## src/rtl/flim_cfg.svh

```systemverilog
// Constants for the fiber link integrity monitor
`ifndef FLIM_CFG_SVH
`define FLIM_CFG_SVH
`define FLIM_CLK_HZ         40000000
`define FLIM_BIT_NS         100
`define FLIM_CLK_NS         25
`define FLIM_LOW_BITS       2000
`define FLIM_LOW_CYC        ((`FLIM_LOW_BITS * `FLIM_BIT_NS) / `FLIM_CLK_NS)
`define FLIM_GOOD_MS        360
`define FLIM_GOOD_CYC       ((`FLIM_GOOD_MS * (`FLIM_CLK_HZ / 1000)))
`define FLIM_COL_HALF_CYC   2
`define FLIM_SQ_NS          20
`define FLIM_SQ_CYC         ((`FLIM_SQ_NS + `FLIM_CLK_NS - 1) / `FLIM_CLK_NS)
`define FLIM_CNT_W          24
`define FLIM_FIFO_DEPTH     8
`define FLIM_FIFO_AW        3
`endif

```

## src/rtl/flim_pkg.sv

```systemverilog
// Types for the fiber link integrity monitor
package flim_pkg;
  typedef enum logic [1:0] {
    FLIM_PASS,
    FLIM_FAIL,
    FLIM_QUAL
  } flim_state_type;
endpackage

```

## src/rtl/flim_fifo.sv

```systemverilog
// Small flip-flop FIFO with valid/ready on both sides
`timescale 1ns/1ps
`default_nettype none
module flim_fifo #(
  parameter int WIDTH = 2,
  parameter int DEPTH = 8,
  parameter int AW    = 3
) (
  input  wire logic             clk_sys_in,
  input  wire logic             srst_in,
  input  wire logic [WIDTH-1:0] wr_data_in,
  input  wire logic             wr_valid_in,
  output logic                  wr_ready_out,
  output logic [WIDTH-1:0]      rd_data_out,
  output logic                  rd_valid_out,
  input  wire logic             rd_ready_in
);
  logic [WIDTH-1:0] mem_q [DEPTH];
  logic [AW-1:0]    wr_ptr_q;
  logic [AW-1:0]    rd_ptr_q;
  logic [AW:0]      count_q;
  logic             push;
  logic             pop;

  // Count is one bit wider than the pointers so a full FIFO is told apart from an empty one
  assign wr_ready_out = (count_q != (AW+1)'(DEPTH));
  assign rd_valid_out = (count_q != '0);
  assign push         = wr_valid_in && wr_ready_out;
  assign pop          = rd_valid_out && rd_ready_in;
  assign rd_data_out  = mem_q[rd_ptr_q];

  always_ff @(posedge clk_sys_in)
  begin
    if (push)
    begin
      mem_q[wr_ptr_q] <= wr_data_in;
    end
  end

  always_ff @(posedge clk_sys_in)
  begin
    if (srst_in)
    begin
      wr_ptr_q <= '0;
      rd_ptr_q <= '0;
      count_q  <= '0;
    end
    else
    begin
      if (push)
      begin
        wr_ptr_q <= (wr_ptr_q == AW'(DEPTH - 1)) ? '0 : wr_ptr_q + AW'(1);
      end
      if (pop)
      begin
        rd_ptr_q <= (rd_ptr_q == AW'(DEPTH - 1)) ? '0 : rd_ptr_q + AW'(1);
      end
      count_q <= count_q + (AW+1)'(push) - (AW+1)'(pop);
    end
  end
endmodule // flim_fifo
`default_nettype wire

```

## src/rtl/flim_squelch.sv

```systemverilog
// Transmit squelch: qualifies input activity by minimum pulse width
`timescale 1ns/1ps
`default_nettype none
`include "flim_cfg.svh"
module flim_squelch (
  input  wire logic clk_sys_in,
  input  wire logic srst_in,
  input  wire logic tx_act_in,
  input  wire logic tx_data_in,
  output logic      tx_qual_out,
  output logic      tx_data_out
);
  logic [3:0] wid_q;

  always_ff @(posedge clk_sys_in)
  begin
    if (srst_in)
    begin
      wid_q       <= 4'h0;
      tx_qual_out <= 1'b0;
      tx_data_out <= 1'b0;
    end
    else
    begin
      if (!tx_act_in)
      begin
        wid_q       <= 4'h0;
        tx_qual_out <= 1'b0;
      end
      else if (wid_q < 4'(`FLIM_SQ_CYC))
      begin
        wid_q <= wid_q + 4'h1;
      end
      else
      begin
        tx_qual_out <= 1'b1;
      end
      tx_data_out <= tx_data_in;
    end
  end
endmodule // flim_squelch
`default_nettype wire

```

## src/rtl/flim_monitor.sv

```systemverilog
// Fiber link integrity monitor top level
`timescale 1ns/1ps
`default_nettype none
`include "flim_cfg.svh"
module flim_monitor #(
  parameter int LOW_CYC  = `FLIM_LOW_CYC,
  parameter int GOOD_CYC = `FLIM_GOOD_CYC
) (
  input  wire logic clk_sys_in,
  input  wire logic srst_in,
  input  wire logic light_ok_in,
  input  wire logic tx_act_in,
  input  wire logic tx_data_in,
  input  wire logic rx_act_in,
  input  wire logic rx_data_in,
  input  wire logic loopback_dis_in,
  input  wire logic sqe_test_req_in,
  output logic      led_drive_out,
  output logic      led_active_out,
  output logic      aui_rx_p_out,
  output logic      aui_rx_n_out,
  output logic      aui_col_p_out,
  output logic      aui_col_n_out,
  output logic      link_monitor_indicator_out,
  output logic      link_fail_state_out,
  output logic      fifo_overrun_out
);
  flim_pkg::flim_state_type state_q;
  logic [`FLIM_CNT_W-1:0]  low_cnt_q;
  logic [`FLIM_CNT_W-1:0]  good_cnt_q;
  logic                    low_expired;
  logic                    good_expired;
  logic                    tx_qual;
  logic                    tx_sq_data;
  logic                    link_ok;
  logic                    tx_go;
  logic                    rx_go;
  logic                    lb_go;
  logic                    col_go;
  logic [1:0]              fifo_out;
  logic                    fifo_valid;
  logic                    fifo_wr_ready;
  logic [1:0]              col_div_q;
  logic                    col_sq_q;

  flim_squelch u_squelch (
    .clk_sys_in  (clk_sys_in),
    .srst_in     (srst_in),
    .tx_act_in   (tx_act_in),
    .tx_data_in  (tx_data_in),
    .tx_qual_out (tx_qual),
    .tx_data_out (tx_sq_data)
  );

  always_ff @(posedge clk_sys_in)
  begin
    if (srst_in || light_ok_in)
    begin
      low_cnt_q <= '0;
    end
    else if (!low_expired)
    begin
      low_cnt_q <= low_cnt_q + `FLIM_CNT_W'(1);
    end
  end

  always_ff @(posedge clk_sys_in)
  begin
    if (srst_in || !light_ok_in)
    begin
      good_cnt_q <= '0;
    end
    else if (!good_expired)
    begin
      good_cnt_q <= good_cnt_q + `FLIM_CNT_W'(1);
    end
  end

  assign low_expired  = (low_cnt_q > `FLIM_CNT_W'(LOW_CYC));
  assign good_expired = (good_cnt_q >= `FLIM_CNT_W'(GOOD_CYC));

  always_ff @(posedge clk_sys_in)
  begin
    if (srst_in)
    begin
      // Start failed; the link must prove itself
      state_q <= flim_pkg::FLIM_FAIL;
    end
    else
    begin
      case (state_q)
        flim_pkg::FLIM_PASS:
        begin
          if (low_expired)
          begin
            state_q <= flim_pkg::FLIM_FAIL;
          end
        end
        flim_pkg::FLIM_FAIL:
        begin
          if (good_expired)
          begin
            state_q <= flim_pkg::FLIM_QUAL;
          end
        end
        flim_pkg::FLIM_QUAL:
        begin
          // Light lost again before idle restarts qualification
          if (!light_ok_in)
          begin
            state_q <= flim_pkg::FLIM_FAIL;
          end
          else if (!tx_act_in && !rx_act_in)
          begin
            state_q <= flim_pkg::FLIM_PASS;
          end
        end
        default:
        begin
          state_q <= flim_pkg::FLIM_FAIL;
        end
      endcase
    end
  end

  assign link_ok = (state_q == flim_pkg::FLIM_PASS);

  assign tx_go  = link_ok && tx_qual;
  assign rx_go  = link_ok && rx_act_in;
  assign lb_go  = tx_go && !rx_go && !loopback_dis_in;
  assign col_go = link_ok && ((tx_go && rx_go && !loopback_dis_in) || sqe_test_req_in);

  // Receive stream buffered; loss of ready shows as overrun
  flim_fifo #(
    .WIDTH (2),
    .DEPTH (`FLIM_FIFO_DEPTH),
    .AW    (`FLIM_FIFO_AW)
  ) u_fifo (
    .clk_sys_in   (clk_sys_in),
    .srst_in      (srst_in),
    .wr_data_in   ({rx_go || lb_go, rx_go ? rx_data_in : tx_sq_data}),
    .wr_valid_in  (1'b1),
    .wr_ready_out (fifo_wr_ready),
    .rd_data_out  (fifo_out),
    .rd_valid_out (fifo_valid),
    .rd_ready_in  (1'b1)
  );

  // 10 MHz from 40 MHz clock
  always_ff @(posedge clk_sys_in)
  begin
    if (srst_in || !col_go)
    begin
      col_div_q <= 2'h0;
      col_sq_q  <= 1'b0;
    end
    else if (col_div_q == 2'(`FLIM_COL_HALF_CYC - 1))
    begin
      col_div_q <= 2'h0;
      col_sq_q  <= ~col_sq_q;
    end
    else
    begin
      col_div_q <= col_div_q + 2'h1;
    end
  end

  always_ff @(posedge clk_sys_in)
  begin
    if (srst_in)
    begin
      aui_rx_p_out <= 1'b0;
      aui_rx_n_out <= 1'b0;
    end
    else
    begin
      // Flag bit marks an active entry
      if (fifo_valid && fifo_out[1])
      begin
        aui_rx_p_out <= fifo_out[0];
        aui_rx_n_out <= ~fifo_out[0];
      end
      else
      begin
        aui_rx_p_out <= 1'b0;
        aui_rx_n_out <= 1'b0;
      end
    end
  end

  always_ff @(posedge clk_sys_in)
  begin
    if (srst_in)
    begin
      aui_col_p_out <= 1'b0;
      aui_col_n_out <= 1'b0;
    end
    else
    begin
      if (col_go)
      begin
        aui_col_p_out <= col_sq_q;
        aui_col_n_out <= ~col_sq_q;
      end
      else
      begin
        aui_col_p_out <= 1'b0;
        aui_col_n_out <= 1'b0;
      end
    end
  end

  // only qualified data to the fiber
  always_ff @(posedge clk_sys_in)
  begin
    if (srst_in)
    begin
      led_active_out <= 1'b0;
      led_drive_out  <= 1'b0;
    end
    else
    begin
      led_active_out <= tx_go;
      // LED dark while squelched, so noise never lights the fiber
      led_drive_out  <= tx_go ? ~tx_sq_data : 1'b0;
    end
  end

  always_ff @(posedge clk_sys_in)
  begin
    if (srst_in)
    begin
      link_monitor_indicator_out <= 1'b0;
      link_fail_state_out        <= 1'b1;
      fifo_overrun_out           <= 1'b0;
    end
    else
    begin
      link_monitor_indicator_out <= link_ok;
      link_fail_state_out        <= !link_ok;
      fifo_overrun_out           <= !fifo_wr_ready;
    end
  end
endmodule // flim_monitor
`default_nettype wire

```

## config.mk

```make
export PLATFORM = sky130hd
export DESIGN_NAME = flim_monitor
export DESIGN_NICKNAME = d
export VERILOG_FILES = /design/src/rtl/flim_pkg.sv /design/src/rtl/flim_fifo.sv /design/src/rtl/flim_squelch.sv /design/src/rtl/flim_monitor.sv
export VERILOG_INCLUDE_DIRS = /design/src /design/src/rtl
export SDC_FILE = /design/constraint.sdc
export NUM_CORES = 1
export LEC_CHECK = 0
export BUFFER_PORTS_ARGS = -buffer_cell sky130_fd_sc_hd__buf_2
export CAP_MARGIN = 10
export CORE_MARGIN = 5
export CORE_UTILIZATION = 30
export CTS_CLUSTER_DIAMETER = 80
export DETAILED_ROUTE_END_ITERATION = 8
export PLACE_DENSITY_LB_ADDON = 0.08
export SYNTH_ARGS = -nofsm -noshare
export SYNTH_HDL_FRONTEND = slang
export SYNTH_HIERARCHICAL = 1
export SYNTH_SLANG_ARGS = --single-unit
```

## constraint.sdc

```tcl
create_clock -name clk_sys_in -period 5.1 [get_ports clk_sys_in]
set_input_delay 0 -clock clk_sys_in [delete_from_list [all_inputs] [get_ports clk_sys_in]]
set_output_delay 0 -clock clk_sys_in [all_outputs]
set_load 0.02 [all_outputs]
```

# Word-level counts from Yosys, hierarchy flattened
# Memory sizes are Yosys's and may differ from the RTL's. A register that Yosys moved wholly into a read port is not among the register bits.
# Index checks and enable logic that the tools add are counted.
# word_totals
reg_bits	78
inputBits	9
out_inout_bits	9
ram_bits	16
n_memories	1
elab_cells	90
# classes
bitwise	7
add_sub_neg	8
mux	12
n_lt_le_gt_ge	3
reduce_logical	30
n_eq_ne	9
# mem_list
memory	words	width	rd	rd_ports_with_merged_regs	wr	line_no	rtl
u_fifo.mem_q	8	2	1	1	1	flim_fifo.sv:18	logic [WIDTH-1:0] mem_q [DEPTH];
# op_table
cell	count
24-bit by 1-bit adder with 24-bit output, second input constant	2
24-bit >= comparator, second input constant	1
24-bit by 13-bit > comparator with 1-bit output, second input constant	1
3-bit 2-to-1 mux	4
2-bit OR reduction	5
1-bit logical AND	9
1-bit zero test	8
2-bit 2-to-1 mux	4
1-bit inverter	7
3-bit by 1-bit adder with 3-bit output, second input constant	2
3-bit equality test, second input constant	2
2-bit one-hot mux with 3 select lines	1
1-bit logical OR	5
4-bit by 1-bit adder with 4-bit output	1
4-bit by 1-bit adder with 4-bit output, second input constant	1
2-bit by 1-bit equality test with 1-bit output, second input constant	2
4-bit by 1-bit less-than comparator with 1-bit output, second input constant	1
2-bit != test, second input constant	2
4-bit != test, second input constant	1
4-bit nonzero test	1
4-bit by 1-bit subtractor with 4-bit output	1
1-bit 2-to-1 mux	3
3-bit != test, second input constant	1
3-bit AND reduction	1
other kinds (3)	3

# Depth between registers and ports, before layout
# Gate-level depths: netlist (run 1).
# depth
ltp_word	9
mapped_depth	12
mapped_depth_nobuf	11

# By module
# The synthesis (run 1) kept the hierarchy.
# modules_own_cells
mod	cells_per_inst	seq_area_each_um2	instances	area_per_inst_um2
flim_monitor	313	1241.2	1	2683.8
flim_fifo	102	740.7	1	1333.8
flim_squelch	26	120.1	1	262.8

# Worst setup path before layout (run 1)
# Ideal clock, no wire load.
# synth_path
path_type	register -> register
startpoint	reg u_fifo.count_q[2]
endpoint	reg u_fifo.count_q[2]
required_ns	4.974
period_less_slack_ns	2.282
arrival_time_ns	2.156
slack_ns	2.818
stages_incl_launch_ff	12
path_buffers	1
setup_ns	0.126
cell_sequence	dfxtp_1 -> inv_1 -> ha_1 -> or3b_4 -> and2_4 -> buf_6 -> ha_1 -> inv_1 -> ha_1 -> fa_1 -> xnor2_1 -> nor2_1
# synth_between
elab_cells_between_ends	4
classes_between	add/sub: 2; eq/ne: 1; reduce/logical: 1
# synth_lines
item	line_no	rtl
start, declared	flim_fifo.sv:21	logic [AW:0] count_q;
start signal, assigned	flim_fifo.sv:58	count_q <= count_q + (AW+1)'(push) - (AW+1)'(pop);
4-bit nonzero test	flim_fifo.sv:27	assign rd_valid_out = (count_q != '0);
named net fifo_valid	flim_monitor.sv:41	logic fifo_valid;
4-bit by 1-bit subtractor with 4-bit output	flim_fifo.sv:58	
# The timed path passes the listed nets, and every way through them passes these cells.
# A chain may end at the register's enable or synchronous reset.

# Final worst setup path (run 1)
# layout_path
startpoint	reg u_fifo.count_q[2]
endpoint	reg u_fifo.count_q[1]
# layout_between
elab_chain_cells	3
elab_cells_between_ends	4
classes_between	add/sub: 2; eq/ne: 1; reduce/logical: 1
# layout_lines
item	line_no	rtl
4-bit != test	flim_fifo.sv:26	assign wr_ready_out = (count_q != (AW+1)'(DEPTH));
named net fifo_wr_ready	flim_monitor.sv:42	logic fifo_wr_ready;
4-bit by 1-bit adder with 4-bit output	flim_fifo.sv:58	
4-bit by 1-bit subtractor with 4-bit output	flim_fifo.sv:58	
# The timed path passes the listed nets, and every way through them passes these cells.

==> metrics.csv, run 1 <==
metric,value,unit
status,finished clean,
worstRegToRegCells,10,
fmaxAchievable,418.8,MHz
relSlewSlack,41.56,%
place_congestion,0.7554,
core_region_area,13930,um^2
placed_area,4544,um^2
avgSynthCellArea,9.706,um^2
synthMuxAreaShare,4.852,%
fin_skew,0.007321,ns
clockRootBuffer,clkbuf_16,
grt_use_total,10.92,%
critPathMaxStageDelay,0.44,ns
clk_pin_slew,0.07,ns
first_global_vias,2886,
rsz0062_at_grt,false,
cp_max_fo,5,
synthCells,441,
ys_warn_count,6,
r2r-end,u_fifo/count_q[1],
end_kind,register,
synth-seq-cells,97,
synth_xor_area_share,3.479,%
htree_levels,3,
powerDensity,356.9,nW/um^2
n_fill_cell,1397,
die_h,129.5,um
critPathSlowestCell,or3b_1,
path_class,register to register,
tns,0,ns
r2r_start,u_fifo/count_q[2],
fin_crit,2.388,ns
setup_viol,0,
path_cells,"inv_1, ha_1, or3b_1, and2_4, inv_2, ha_1, inv_1, ha_1, fa_1, nor2b_1",
cts_tree,done,
cap_violations,0,
die_w,129.5,um
async_flop_share,0,%
cts_setup_buffers,0,
synth_top_area_share,37.88,%
vias,3042,
pin_count,18,
synth_compound_area_share,8.126,%
routed_via_density,4.694,
utilization,34.94,%
arrival,2.61,ns
place.port_buffers,17,
wl_per_cell,13.09,um
seq_area_frac_synth,49.11,%
tightest_slew,0.8699,ns
drt_iter0_drc,174,
period_share,46.82,%
rrSetupSlack,2.71,ns
antenna_found_initial,0,
synth_ff_type,dfxtp_1,
synth_edf_count,16,
synth_top_family_by_area,simple AND/OR/NAND/NOR gates,
crit_top_cell,ha_1,
grt_max_degree,34,
grt-ovfl-total,0,
synth.area.top_cells,"dfxtp_1, edfxtp_1, ha_1",
startpoint,u_fifo/count_q[2],
clock_sinks,97,
routed_wirelength,8480,um
design_area,4868,um^2
area_growth,13.74,%
drv_slew,0,
drt_first_pass_iters,4,
p_leak,1.709,nW
netlist_area,4280,um^2
drive_gt1_share,10.47,%
n_antenna_cell,0,
synth_cell_types,55,
place_hpwl,5887,um
grt_pass1_wl,14440,um
cp.required,5.32,ns
hold_path.class,primary input to register,
start_util,30.72,%
synthAdderAreaFrac,5.437,%
hold_viol_final,0,
dp_cells,629,
cts_buffer_depth,2,
crit_path_end,u_fifo/count_q[1],
antenna_left,0,
rows,43,
drc,0,
clkLatencyLatePin,0.35,ns
yosys.area_share.simple,25.20,%
dieArea,16760,um^2
yosysTopAreaCell,dfxtp_1,
finalNetCount,490,
final_cells,648,
vdd_drop_max,0.0002207,V
numCtsBuffers,9,
cp-start-kind,register,
[critical path, delay by kind of cell (launching register included)]
kind                     cells  cell delay [ns]
buffers and inverters        3             0.23
adder cells (fa/ha/maj)      4             0.94
flip-flops                   1             0.30
AND/OR/NAND/NOR              3             0.79
[area by class of cell]
cell class / count / area (um^2) / share of cell area, %
Clock buffer: 11 / 257.7 / 5.294
Clock inverter: 5 / 36.28 / 0.7453
Inverter: 25 / 93.84 / 1.928
Multi-Input combinational cell: 310 / 2038 / 41.87
Sequential cell: 97 / 2102 / 43.18
Tap cell: 180 / 225.2 / 4.626
Timing Repair Buffer: 20 / 115.1 / 2.364
[Yosys cell counts (2+ instances only)]
master    number
nor2_1        34
xnor2_1       17
mux2i_1        8
nor3_1        17
inv_1         24
edfxtp_1      16
o21a_1         2
o31ai_1        5
nand4_1       11
nand2b_1      15
nor3_2         2
nand3_1       22
o21ai_0        2
a21oi_1       26
nor4_1        12
or3b_1         2
clkbuf_1       8
nand3b_1       5
and2_4         2
mux4_2         3
a31oi_1        3
nand2_1       25
and2_1        14
nor3b_1        3
ha_1          17
or3_1          7
and4_1         2
o21ai_1       13
and3_1         5
mux2_2         2
or4_1          5
nor2b_1        6
buf_2          4
dfxtp_1       81
[power by group]
| group | switching, W | total, W | leakage [nW] | internal (W) |
|---|---|---|---|---|
| registers | 0.0000323 | 0.000851 | 0.804 | 0.000819 |
| logic | 0.000110 | 0.000219 | 0.759 | 0.000109 |
| clock network | 0.000299 | 0.000667 | 0.145 | 0.000368 |
[metal layers]
layer,vias to the layer above,routed length [um],track usage (%)
li1,1592,-,-
met1,1409,4228,14.09
met2,32,3835,17.23
met3,9,300,3.916
met4,0,116,3.301
met5,-,0,0
[sequential cells by signal, indices dropped and copies added, names as in the netlist, 2 cells and up, named ones only]
register / count
col_div_q: 2
good_cnt_q: 24
low_cnt_q: 24
state_q: 2
u_fifo/count_q: 4
u_fifo/mem_q: 16
u_fifo/rd_ptr_q: 3
u_fifo/wr_ptr_q: 3
u_squelch/wid_q: 4
[placed cells by master, fill, tap and decap left out, drive strengths merged, types with 6 or more instances in the layout]
cell type	n
or3	7
mux2i	8
edfxtp	16
buf	17
conb	6
clkbuf	11
and2	16
nand3	22
a21oi	27
nand2b	15
nand2	25
o21ai	15
xnor2	17
nand4	11
nor3	19
dfxtp	81
nor2b	6
inv	27
nor4	12
ha	17
nor2	34
[what timing repair did]
item	4_1_cts	5_1_grt
hold buffers	3	0
hold endpoints to repair	4	0
gates resized for setup	0	0
setup endpoints to repair	0	0
[cells by family after synthesis]
family | count (synthesis)
AND/OR/NAND/NOR | 195
adder cells (fa/ha/maj) | 18
XOR/XNOR | 17
buffers and inverters | 39
other | 1
flip-flops | 97
multiplexers | 15
AO/OA/AOI/OAI | 59
[metrics by stage]
step                      worst slack (ns)  hold slack, ns  power [W]
final                                2.712         0.02130   0.001737
after detailed placement             2.711          0.2204   0.001090
after CTS                            2.704         0.01667   0.001772
after global placement               2.774          0.2115   0.001089
after floorplan                      2.818         0.07161   0.001042
after global routing                 2.571         0.05548   0.001836
[worst min path at each step]
stage                          from  slack [ns]  cells after the start               endpoint
floorplan                   srst_in        0.07                      1  u_squelch/tx_data_out
global placement         tx_data_in        0.21                      2  u_squelch/tx_data_out
detailed placement       tx_data_in        0.22                      2  u_squelch/tx_data_out
CTS                 sqe_test_req_in        0.02                      3          aui_col_p_out
global route        sqe_test_req_in        0.06                      3          aui_col_n_out
finish              sqe_test_req_in        0.02                      3          aui_col_p_out
No activity file was read; power rests on OpenSTA's default activity.
==> run 2, diff against run 1 <==
ABC_AREA = 1   (was unset)
clock period = 2 ns   (was 5.1 ns; I/O delays follow)
==> metrics.csv, run 2 <==
metric,value,unit,change
place_congestion,0.8074,,+6.9%
critPathSlowestCell,fa_2,,
r2r_start,u_fifo/count_q[2],,
vdd_drop_max,0.0004773,V,+120%
synthCells,653,,+48%
clkLatencyLatePin,0.35,ns,about the same
setup_viol,0,,unchanged
period_share,94.54,%,+48 points
die_h,136.4,um,+5.4%
cts_tree,done,,
path_cells,"inv_1, ha_1, a21boi_2, ha_1, inv_1, ha_2, fa_2, inv_1, nor2_1",,
avgSynthCellArea,7.344,um^2,-24%
ys_warn_count,6,,unchanged
die_w,136.4,um,+5.4%
wl_per_cell,11.25,um,-14%
rsz0062_at_grt,false,,
cp-start-kind,register,,
min_to,u_squelch/tx_qual_out,,
synth_most_common_cell,nand2_1,,
start_util,30.41,%,-0.31 points
worstRegToRegCells,9,,-1
final_common_cell,nand2_1,,
hold_path.class,primary input to register,,
tns,0,ns,unchanged
antenna_found_initial,0,,unchanged
place.port_buffers,17,,unchanged
htree_levels,3,,unchanged
core_region_area,15770,um^2,+13%
synth_edf_count,16,,unchanged
critPathMaxStageDelay,0.43,ns,about the same
drc,0,,unchanged
grt-ovfl-total,0,,unchanged
fin_skew,0.007973,ns,+0.0006524 ns
synthTopCellsByCount,"nand2_1, inv_1, nor2_1, dfxtp_1, a21oi_1",,
pin_count,18,,unchanged
routed_wirelength,10200,um,+20%
vias,3884,,+28%
finalNetCount,713,,+46%
path_class,register to register,,
relSlewSlack,60.52,%,+19 points
design_area,5472,um^2,+12%
p_leak,2.239,nW,+31%
synth-seq-cells,97,,unchanged
clockRootBuffer,clkbuf_16,,
holdPathStages,5,,+2
first_global_vias,3989,,+38%
synth_cell_types,37,,-33%
cp.required,2.22,ns,-3.10 ns
synth.area.top_cells,"dfxtp_1, nand2_1, edfxtp_1",,
clk_pin_slew,0.07,ns,about the same
drt_first_pass_iters,4,,unchanged
n_antenna_cell,0,,unchanged
cap_violations,0,,unchanged
hold_viol_final,0,,unchanged
hp-start,tx_act_in,,
rows,46,,+7.0%
synth_top_area_share,33.81,%,-4.1 points
dieArea,18610,um^2,+11%
arrival,2.11,ns,-0.50 ns
synth_ff_type,dfxtp_1,,
grt_pass1_wl,18050,um,+25%
async_flop_share,0,%,unchanged
seq_area_frac_synth,43.83,%,-5.3 points
drt_iter0_drc,172,,-1.1%
cts_buffer_depth,2,,unchanged
end_kind,register,,
drv_slew,0,,unchanged
r2r-end,u_fifo/count_q[1],,
cp_max_fo,3,,-2
final_cell_mix,"nand2_1, inv_1, nor2_1",,
antenna_left,0,,unchanged
placed_area,5139,um^2,+13%
place_hpwl,7515,um,+28%
powerDensity,884.2,nW/um^2,+150%
area_growth,14.09,%,
biggestRegsByFlops,"good_cnt_q (24), low_cnt_q (24), u_fifo/mem_q (16)",,
tightest_slew,0.5916,ns,-0.2783 ns
fin_crit,1.891,ns,-0.4972 ns
fmaxAchievable,528.9,MHz,+26%
grt_use_total,12.13,%,+1.2 points
crit_top_cell,inv_1,,
yosysTopAreaCell,dfxtp_1,,
drive_gt1_share,9.841,%,-0.63 points
status,finished clean,,
cts_setup_buffers,0,,unchanged
grt_max_degree,20,,-41%
numCtsBuffers,9,,unchanged
rrSetupSlack,0.11,ns,-2.60 ns
routed_via_density,4.282,,-8.8%
netlist_area,4796,um^2,+12%
clock_sinks,97,,unchanged
[run 2: worst max-delay path: cells and delay by family (launching register included)]
family / cells / cell delay (ns)
flip-flops: 1 / 0.31
adder cells (fa/ha/maj): 4 / 1.09
AO/OA/AOI/OAI: 1 / 0.16
AND/OR/NAND/NOR: 1 / 0.03
buffers and inverters: 3 / 0.18
[run 2: report_power, final]
group          switching, W  leakage (nW)  total (W)  internal [W]
clock              0.000773         0.142    0.00178       0.00101
sequential        0.0000995         0.803    0.00222       0.00212
combinational      0.000502          1.29   0.000833      0.000330
total               0.00138          2.24    0.00484       0.00346
[run 2: area by class of cell]
cell class | instances | area [um^2]
multi-input cells | 450 | 2257
well taps | 216 | 270.3
clock buffers | 11 | 242.7
fillers | 1745 | 10300
repair buffers | 25 | 150.1
inverters | 103 | 386.6
flip-flops and latches | 97 | 2102
clock inverters | 5 | 62.56
[run 2: kinds of logic after synthesis]
| logic type | synth area share [%] |
|---|---|
| buf+inv | 9.731 |
| fa+ha+maj | 4.853 |
| other cells | 0.07819 |
| flops | 43.83 |
| simple gates | 32.19 |
| xor+xnor | 2.739 |
| mux | 0.2348 |
| compound gates | 6.340 |
[run 2: worst max path at each step]
stage,endpoint,start,cells past startpoint
2_1_floorplan,u_fifo/count_q[2],u_fifo/count_q[2],11
3_3_place_gp,u_fifo/count_q[2],u_fifo/count_q[2],10
3_5_place_dp,u_fifo/count_q[2],u_fifo/count_q[2],10
4_1_cts,u_fifo/count_q[2],u_fifo/count_q[2],10
5_1_grt,u_fifo/count_q[1],u_fifo/count_q[2],9
6_report,u_fifo/count_q[1],u_fifo/count_q[2],9
[run 2: layer usage]
metal  GRT usage (%)  wire (um)
met2           20.20       4617
met5               0          0
met3           3.701        331
met1           15.28       5162
met4           3.191         91
[run 2: stage by stage]
step / hold slack, ns / setup slack, ns / utilization [%] / cells / total power, W
after detailed placement: 0.2207 / 0.06249 / 32.58 / 889 / 0.003106
after floorplan: 0.07118 / 0.02352 / - / 659 / 0.002911
after global placement: 0.2243 / 0.08191 / 32.58 / 889 / 0.003091
after CTS: 0.01915 / 0.05172 / 34.65 / 907 / 0.004942
final: 0.03082 / 0.1093 / 34.70 / 907 / 0.004838
after global routing: 0.03343 / 0.01347 / 34.70 / 907 / 0.005163
[run 2: what timing repair did]
| item | 4_1_cts | 5_1_grt |
|---|---|---|
| hold endpoints to repair | 3 | 0 |
| resized for setup | 0 | 3 |
| endpoints found under the setup margin | 0 | 2 |
| hold buffers | 2 | 0 |
